[src/hdl/gate_cmd_defs.svh]
// timing and count constants for the gate command state machine
`ifndef GATE_CMD_DEFS_SVH
`define GATE_CMD_DEFS_SVH

// core clock rate in hertz
`define CORE_CLK_HZ         40000000
// short reversal after an opening obstruction, in milliseconds
`define SHORT_REV_MS        500
`define SHORT_REV_CYC       ((`CORE_CLK_HZ / 1000) * `SHORT_REV_MS)
// pause between stop and reversal, in milliseconds
`define STOP_PAUSE_MS       250
`define STOP_PAUSE_CYC      ((`CORE_CLK_HZ / 1000) * `STOP_PAUSE_MS)
// auto-close hold time, in seconds
`define AUTO_CLOSE_S        30
`define AUTO_CLOSE_CYC      (`CORE_CLK_HZ * `AUTO_CLOSE_S)
// width of the timing counters
`define CNT_W               32

`endif

[src/hdl/gate_cmd_pkg.sv]
// types shared by the gate command state machine
`default_nettype none
package gate_cmd_pkg;

   // conditioned command and sensor inputs, all active high
   typedef struct packed {
      logic open_cmd;
      logic close_cmd;
      logic stop_cmd;
      logic reverse_command;
      logic opening_obstruction_sense;
      logic closing_obstruction_sense;
      logic open_entrapment;
      logic open_loop;
      logic reverse_loop;
      logic lockout_reset;
   } gate_in_t;

   // travel limit switches
   typedef struct packed {
      logic open_limit;
      logic close_limit;
   } gate_limit_t;

   // motion decision driven to the motor stage
   typedef struct packed {
      logic run_open;
      logic run_close;
      logic alarm;
      logic locked;
      logic auto_close_hold;
   } gate_out_t;

endpackage : gate_cmd_pkg
`default_nettype wire

[src/hdl/auto_close_timer.sv]
// auto-close countdown with hold and cancel
`default_nettype none
`include "gate_cmd_defs.svh"
module auto_close_timer
#(
   parameter logic [`CNT_W-1:0] AUTO_CLOSE_CYC = `AUTO_CLOSE_CYC
)
(
   // clock and reset
   input  wire logic core_clk,
   input  wire logic rstn,
   // control
   input  wire logic enable,
   input  wire logic start,
   input  wire logic hold,
   input  wire logic cancel,
   // result
   output var  logic expired
);

   logic [`CNT_W-1:0] cnt_r;
   logic              run_r;

   // counts only while armed and not held; expired is a one-cycle pulse
   always_ff @(posedge core_clk)
   begin
      if (!rstn)
      begin
         cnt_r   <= '0;
         run_r   <= 1'b0;
         expired <= 1'b0;
      end
      else
      begin
         expired <= 1'b0;
         if (cancel || !enable)
         begin
            run_r <= 1'b0;
            cnt_r <= '0;
         end
         else if (start)
         begin
            run_r <= 1'b1;
            cnt_r <= '0;
         end
         else if (run_r && !hold)
         begin
            if (cnt_r >= AUTO_CLOSE_CYC - 1)
            begin
               run_r   <= 1'b0;
               expired <= 1'b1;
            end
            else
               cnt_r <= cnt_r + 1'b1;
         end
      end
   end

endmodule : auto_close_timer
`default_nettype wire

[src/hdl/gate_cmd_fsm.sv]
// command input state machine of a swing-gate controller
`default_nettype none
`include "gate_cmd_defs.svh"
module gate_cmd_fsm
   import gate_cmd_pkg::*;
#(
   parameter logic [`CNT_W-1:0] SHORT_REV_CYC  = `SHORT_REV_CYC,
   parameter logic [`CNT_W-1:0] STOP_PAUSE_CYC = `STOP_PAUSE_CYC,
   parameter logic [`CNT_W-1:0] AUTO_CLOSE_CYC = `AUTO_CLOSE_CYC
)
(
   // clock and reset
   input  wire logic        core_clk,
   input  wire logic        rstn,
   // configuration strap, steady level
   input  wire logic        auto_close_en,
   // contact and detector inputs, asynchronous
   input  wire gate_in_t    pins,
   input  wire gate_limit_t limits,
   // motion decision
   output var  gate_out_t   gate_out
);

   ////////////////////////////////////////////////////////////////////////////////
   // input conditioning

   localparam int IN_W = $bits(gate_in_t) + $bits(gate_limit_t);

   logic [IN_W-1:0] sync_q;
   gate_in_t        in_s;
   gate_limit_t     lim_s;
   gate_in_t        in_d_r;

   pin_sync #(
      .W (IN_W)
   ) u_sync (
      .core_clk     (core_clk),
      .rstn         (rstn),
      .pin_in       ({pins, limits}),
      .pin_sync_out (sync_q)
   );

   assign in_s  = gate_in_t'(sync_q[IN_W-1:$bits(gate_limit_t)]);
   assign lim_s = gate_limit_t'(sync_q[$bits(gate_limit_t)-1:0]);

   // previous levels for edge detection of momentary commands
   always_ff @(posedge core_clk)
   begin
      if (!rstn)
         in_d_r <= '0;
      else
         in_d_r <= in_s;
   end

   function automatic logic rise(input logic now_v, input logic was_v);
      rise = now_v && !was_v;
   endfunction : rise

   wire open_rise   = rise(in_s.open_cmd, in_d_r.open_cmd);
   wire close_rise  = rise(in_s.close_cmd, in_d_r.close_cmd);
   wire stop_rise   = rise(in_s.stop_cmd, in_d_r.stop_cmd);
   wire oobs_rise   = rise(in_s.opening_obstruction_sense, in_d_r.opening_obstruction_sense);
   wire cobs_rise   = rise(in_s.closing_obstruction_sense, in_d_r.closing_obstruction_sense);
   wire entrap_rise = rise(in_s.open_entrapment, in_d_r.open_entrapment);
   wire rev_rise    = rise(in_s.reverse_command, in_d_r.reverse_command);
   wire rloop_rise  = rise(in_s.reverse_loop, in_d_r.reverse_loop);
   wire oloop_rise  = rise(in_s.open_loop, in_d_r.open_loop);

   // held open level from the open input or station open button, or the exit loop
   wire open_held   = in_s.open_cmd || in_s.open_loop;
   wire any_open    = open_rise || oloop_rise;
   wire reopen_trig = rev_rise || rloop_rise || cobs_rise;
   wire open_fault  = oobs_rise || entrap_rise;

   ////////////////////////////////////////////////////////////////////////////////
   // state machine

   typedef enum logic [3:0] {
      ST_IDLE,
      ST_OPENING,
      ST_CLOSING,
      ST_OBS_PAUSE,
      ST_SHORT_REV,
      ST_OBS_HALT,
      ST_REV_PAUSE,
      ST_REOPEN,
      ST_LOCKOUT
   } state_t;

   state_t            state_r;
   state_t            state_nxt;
   logic [`CNT_W-1:0] cnt_r;
   logic              rev_dir_close_r;   // short reversal direction
   logic              rev_dir_close_nxt;
   logic              strike_r;          // one opening obstruction already seen
   logic              strike_nxt;
   logic              ac_block_r;        // auto-close disabled after obstruction or lockout reset
   logic              ac_block_nxt;
   logic              ac_start;
   logic              ac_expired;

   wire at_open   = lim_s.open_limit;
   wire at_close  = lim_s.close_limit;
   wire pause_end = (cnt_r >= STOP_PAUSE_CYC - 1);
   wire rev_end   = (cnt_r >= SHORT_REV_CYC - 1);
   wire moving    = (state_r == ST_OPENING) || (state_r == ST_CLOSING);

   // next-state decision; priority: lockout, obstruction, reversal, open command, stop
   always_comb
   begin
      state_nxt         = state_r;
      rev_dir_close_nxt = rev_dir_close_r;
      strike_nxt        = strike_r;
      ac_block_nxt      = ac_block_r;
      ac_start          = 1'b0;
      case (state_r)
         ST_IDLE:
         begin
            if (any_open && !at_open)
            begin
               state_nxt    = ST_OPENING;
               ac_block_nxt = 1'b0;
            end
            else if (close_rise && !at_close && !open_held)
            begin
               state_nxt    = ST_CLOSING;
               ac_block_nxt = 1'b0;
            end
            else if (ac_expired && !at_close && !open_held)
               state_nxt = ST_CLOSING;
         end
         ST_OPENING:
         begin
            if (oobs_rise && strike_r)
               state_nxt = ST_LOCKOUT;
            else if (oobs_rise)
            begin
               state_nxt         = ST_OBS_PAUSE;
               rev_dir_close_nxt = 1'b1;
               strike_nxt        = 1'b1;
            end
            else if (cobs_rise)
               state_nxt = ST_REV_PAUSE;
            else if (stop_rise && !open_held)
               state_nxt = ST_IDLE;
            else if (at_open)
            begin
               state_nxt  = ST_IDLE;
               strike_nxt = 1'b0;
               ac_start   = 1'b1;
            end
         end
         ST_CLOSING:
         begin
            if (oobs_rise && strike_r)
               state_nxt = ST_LOCKOUT;
            else if (oobs_rise)
            begin
               state_nxt         = ST_OBS_PAUSE;
               rev_dir_close_nxt = 1'b0;
               strike_nxt        = 1'b1;
            end
            else if (reopen_trig)
               state_nxt = ST_REV_PAUSE;
            else if (any_open)
               state_nxt = ST_OPENING;
            else if (stop_rise)
               state_nxt = ST_IDLE;
            else if (at_close)
            begin
               state_nxt  = ST_IDLE;
               strike_nxt = 1'b0;
            end
         end
         ST_OBS_PAUSE:
         begin
            if (pause_end)
               state_nxt = ST_SHORT_REV;
         end
         ST_SHORT_REV:
         begin
            if (rev_end || (rev_dir_close_r ? at_close : at_open))
            begin
               state_nxt    = ST_OBS_HALT;
               ac_block_nxt = 1'b1;
            end
         end
         ST_OBS_HALT:
         begin
            // a renewed command re-arms auto-close for the next rest at the open limit
            if (any_open && !at_open)
            begin
               state_nxt    = ST_OPENING;
               ac_block_nxt = 1'b0;
            end
            else if (close_rise && !at_close)
            begin
               state_nxt    = ST_CLOSING;
               ac_block_nxt = 1'b0;
            end
         end
         ST_REV_PAUSE:
         begin
            if (pause_end)
               state_nxt = ST_REOPEN;
         end
         ST_REOPEN:
         begin
            if (open_fault)
               state_nxt = ST_LOCKOUT;
            else if (at_open)
            begin
               state_nxt  = ST_IDLE;
               strike_nxt = 1'b0;
               ac_start   = 1'b1;
            end
         end
         ST_LOCKOUT:
         begin
            if (in_s.lockout_reset)
            begin
               state_nxt    = ST_IDLE;
               strike_nxt   = 1'b0;
               ac_block_nxt = 1'b1;
            end
         end
         default:
            state_nxt = ST_IDLE;
      endcase
   end

   // state register and phase counter; counter restarts on every state change
   always_ff @(posedge core_clk)
   begin
      if (!rstn)
      begin
         state_r         <= ST_IDLE;
         cnt_r           <= '0;
         rev_dir_close_r <= 1'b0;
         strike_r        <= 1'b0;
         ac_block_r      <= 1'b0;
      end
      else
      begin
         state_r         <= state_nxt;
         cnt_r           <= (state_nxt != state_r) ? '0 : cnt_r + 1'b1;
         rev_dir_close_r <= rev_dir_close_nxt;
         strike_r        <= strike_nxt;
         ac_block_r      <= ac_block_nxt;
      end
   end

   ////////////////////////////////////////////////////////////////////////////////
   // auto-close timer

   // held while an open request or loop is present, or the closing beam is blocked;
   // cancelled while opening or closing so a stale expiry never closes a moving gate
   wire ac_hold   = open_held || in_s.closing_obstruction_sense;
   wire ac_cancel = moving || ac_block_r || (state_r == ST_LOCKOUT);

   auto_close_timer #(
      .AUTO_CLOSE_CYC (AUTO_CLOSE_CYC)
   ) u_ac (
      .core_clk (core_clk),
      .rstn     (rstn),
      .enable   (auto_close_en),
      .start    (ac_start),
      .hold     (ac_hold),
      .cancel   (ac_cancel && !ac_start),
      .expired  (ac_expired)
   );

   ////////////////////////////////////////////////////////////////////////////////
   // outputs

   wire drive_open  = (state_nxt == ST_OPENING) || (state_nxt == ST_REOPEN)
                   || ((state_nxt == ST_SHORT_REV) && !rev_dir_close_nxt);
   wire drive_close = (state_nxt == ST_CLOSING)
                   || ((state_nxt == ST_SHORT_REV) && rev_dir_close_nxt);

   // registered so the motor stage never sees a decode glitch
   always_ff @(posedge core_clk)
   begin
      if (!rstn)
         gate_out <= '0;
      else
      begin
         gate_out.run_open        <= drive_open;
         gate_out.run_close       <= drive_close;
         gate_out.alarm           <= (state_nxt == ST_LOCKOUT);
         gate_out.locked          <= (state_nxt == ST_LOCKOUT);
         gate_out.auto_close_hold <= ac_hold || ac_block_nxt;
      end
   end

endmodule : gate_cmd_fsm
`default_nettype wire

[src/hdl/pin_sync.sv]
// two-stage synchroniser for a bundle of slow pins
`default_nettype none
module pin_sync
#(
   parameter int W = 1
)
(
   // clock and reset
   input  wire logic         core_clk,
   input  wire logic         rstn,
   // pins in and synchronised levels out
   input  wire logic [W-1:0] pin_in,
   output var  logic [W-1:0] pin_sync_out
);

   logic [W-1:0] meta_r;

   // first stage feeds the second only
   always_ff @(posedge core_clk)
   begin
      if (!rstn)
      begin
         meta_r       <= '0;
         pin_sync_out <= '0;
      end
      else
      begin
         meta_r       <= pin_in;
         pin_sync_out <= meta_r;
      end
   end

endmodule : pin_sync
`default_nettype wire
[config.mk]
export PLATFORM = sky130hd
export DESIGN_NAME = gate_cmd_fsm
export DESIGN_NICKNAME = d
export VERILOG_FILES = /design/src/hdl/gate_cmd_pkg.sv /design/src/hdl/auto_close_timer.sv /design/src/hdl/gate_cmd_fsm.sv /design/src/hdl/pin_sync.sv
export VERILOG_INCLUDE_DIRS = /design/src /design/src/hdl
export SDC_FILE = /design/constraint.sdc
export NUM_CORES = 1
export LEC_CHECK = 0
export BUFFER_PORTS_ARGS = -buffer_cell sky130_fd_sc_hd__buf_2
export CAP_MARGIN = 20
export CORE_MARGIN = 4
export CORE_UTILIZATION = 55
export CTS_CLUSTER_DIAMETER = 150
export DETAILED_ROUTE_END_ITERATION = 10
export GPL_TIMING_DRIVEN = 0
export PLACE_DENSITY = 0.71
export SLEW_MARGIN = 25
export SYNTH_ARGS = -nofsm -noshare
export SYNTH_HDL_FRONTEND = slang
export SYNTH_SLANG_ARGS = --single-unit
[constraint.sdc]
create_clock -name core_clk -period 5.3 [get_ports core_clk]
set_input_delay 0.53 -clock core_clk [delete_from_list [all_inputs] [get_ports core_clk]]
set_output_delay 0.53 -clock core_clk [all_outputs]
set_load 0.01 [all_outputs]
==> reports/metrics.cfg <==
[clocking]
max-clock-path-buffers = 2
holdBufCountCts = 0
insertion_delay_ps = 390
clk_pin_slew_ps = 110
cts_buffers = 9
cts_setup_buffers = 0
clk_root_buffer_cell = clkbuf_8
cts_tree = done
cts_sinks = 110
cts_max_level = 3
cts-resized-gates = 0

[timing]
worst_pin_slew_ps = 731
max_freq_mhz = 352
relSlewSlack = 0.506
min_period_ps = 2840
grt_setup_unrepaired = false
finalHoldViolCount = 0
period_share = 0.535
drv_slew = 0
clock_skew_ps = 11.9
finalSetupViolCount = 0
setup_tns_ps = 0

[global_route]
gr-total-overflow = 0
grt_pass1_wl_mm = 20.2
grt_antenna_before_repair = 0
grt_pass1_vias = 4338
grt.met2_usage = 0.345
grt_usage = 0.216
busiest_layer = met2
grt_util_met1 = 0.288
globalRouteMet3Util = 0.0540
grt_max_degree = 23

[placed_design]
gp_congestion = 0.946
place_hpwl_mm = 8.34
io_buffers = 19

[power_and_ir_drop]
clkPwrFrac = 0.339
p_switching_mw = 0.435
p_leak_nw = 2.08
ir_drop_mv = 0.261
power_frac_comb = 0.100
p_int_mw = 1.09
swShare = 0.285
p_total_mw = 1.53
seqPwrFrac = 0.560
powerDensity_mw_per_mm2 = 258

[synthesis]
yosysTopAreaCellShare = 0.405
syn_area_mm2 = 0.00544
synth.area.top_cells = dfxtp_1 40%, and2_1 4.6%, nand2_2 3.6%
synth_ff_type = dfxtp_1
async_reset_ff_frac = 0
synth_top_area_cell = dfxtp_1
synth_nets = 647
synth_area_per_cell_um2 = 8.63
yosysSeqAreaShare = 0.405
ys_seq_elements = 110
synth_cell_type_count = 71
yosys_warnings = 0
synth_edf_count = 0
synthCells = 630

[detailed_routing]
vias = 4483
ant_nets = 0
firstDrtPassIters = 5
drc = 0
drt_iter0_drc = 245
via_per_inst = 5.62
drt_wl_total_mm = 11.6
wire_per_inst_um = 14.5

[die]
start_util = 0.561
die-width_um = 107
fp.coreArea_mm2 = 0.00968
die_y_um = 107
die_area_mm2 = 0.0115
ios = 20
core.rowCount = 36

[critical_path]
cp.required_ps = 5570
worstPathMaxFanout = 10
start_kind = flip-flop
crit_path_end_kind = flip-flop
crit_type = flip-flop to flip-flop
critPathArrivalTime_ps = 3110

[layout]
num-fill-cells = 874
antenna_cells = 0
utilization = 0.610
area_delta_synth_final_pct = 8.65
multiInputGateArea_mm2 = 0.00300
final_nets = 677
layout-drive-gt1-share = 0.192
area.sequential_mm2 = 0.00220

[run]
max_cap_viol_count = 0

[run_status]
status = finished, final reports clean

[worst_hold_path]
hp-class = primary input to flip-flop

[layout by cell type (no fill, tap or decap), types with 7 or more instances in the layout]
master,instances
nand4_1,15
nor2_2,30
clkbuf_1,16
nand2_1,37
dfxtp_1,110
nor3_1,18
and3_1,8
and2_1,40
or3_1,19
buf_2,25
nor2_1,41
a21oi_1,33
o21ai_1,7
xor2_1,21
nand2_2,31
nand3_1,26
o21ai_0,18
clkbuf_8,9
nor4_1,12
xnor2_1,20
inv_1,21
[logic make-up after synthesis]
kind of cell | count (synthesis) | synth area share
and+or+nand+nor | 320 | 0.341
xor gates and xnor gates | 41 | 0.0660
buffers and inverters | 50 | 0.0428
adders and majority gates | 2 | 0.00460
DFF | 110 | 0.405
AOI/OAI and AO/OA | 105 | 0.137
muxes | 2 | 0.00368
[synth_stat cells (all sizes together), types with 8 or more instances]
master and number:
xor2 21, nor2 71, nand2 68, nand3 26
xnor2 20, buf 12, nand4 15, or3 19
clkbuf 16, nor3 18, dfxtp 110, and2 41
nor4 13, inv 21, o21ai 25, a21oi 34
and3 8
[registers in the layout, summed over array words and instances (netlist names)]
name / cells
ac_block_r: 1
cnt_r: 32
gate_out: 4
in_d_r: 9
rev_dir_close_r: 1
state_r: 4
strike_r: 1
u_ac.cnt_r: 32
u_ac.expired: 1
u_ac.run_r: 1
u_sync.meta_r: 12
u_sync.pin_sync_out: 12
[worst max-delay path: stages, from the launching register on]
cell and delay (ps):
dfxtp_1 400, nor4b_2 570, a21oi_1 130, nor3b_1 440, or2_2 230, clkbuf_1 400, clkbuf_1 430, nor2_1 120
[power by group through the flow]
stage / combinational, mW / clock, mW / sequential [mW]
final: 0.153 / 0.518 / 0.855
after global routing: 0.168 / 0.572 / 0.858
after CTS: 0.154 / 0.537 / 0.855
after detailed placement: 0.153 / 0 / 0.874
after global placement: 0.150 / 0 / 0.873
after floorplan: 0.114 / 0 / 0.872
[final cells by class]
type                            instances  area share
Multi-Input combinational cell        470       0.508
Sequential cell                       110       0.373
Tap cell                              133      0.0282
Buffer                                 28      0.0254
Clock buffer                            9      0.0210
Timing Repair Buffer                   19      0.0161
Clock inverter                          7      0.0144
Inverter                               22      0.0140
[final timing paths]
check	end	depth (start not counted)	slack (ps)	start
worst min register to register	u_sync.pin_sync_out[3]	1	450	u_sync.meta_r[3]
worst max register to register	u_ac.cnt_r[3]	7	2460	state_r[2]
worst max-delay path	u_ac.cnt_r[3]	7	2460	state_r[2]
worst min-delay path	u_sync.meta_r[0]	2	330	limits[0]
[metal layers]
layer  vias up  routed length [um]
li1       2267                   -
met1      2092                5500
met2       107                5430
met3        17                 508
met4         0                 162
met5         -                   0
[stage by stage]
stage                     setup WS [ps]  cells  area, um2  hold slack [ps]
after floorplan                    2940    630       5440              412
after global placement             2550    782       5700              417
after detailed placement           2500    782       5700              419
after CTS                          2490    798       5910              312
after global routing               2290    798       5910              301
final                              2460    798       5910              332
(Power assumes the default switching activity.)
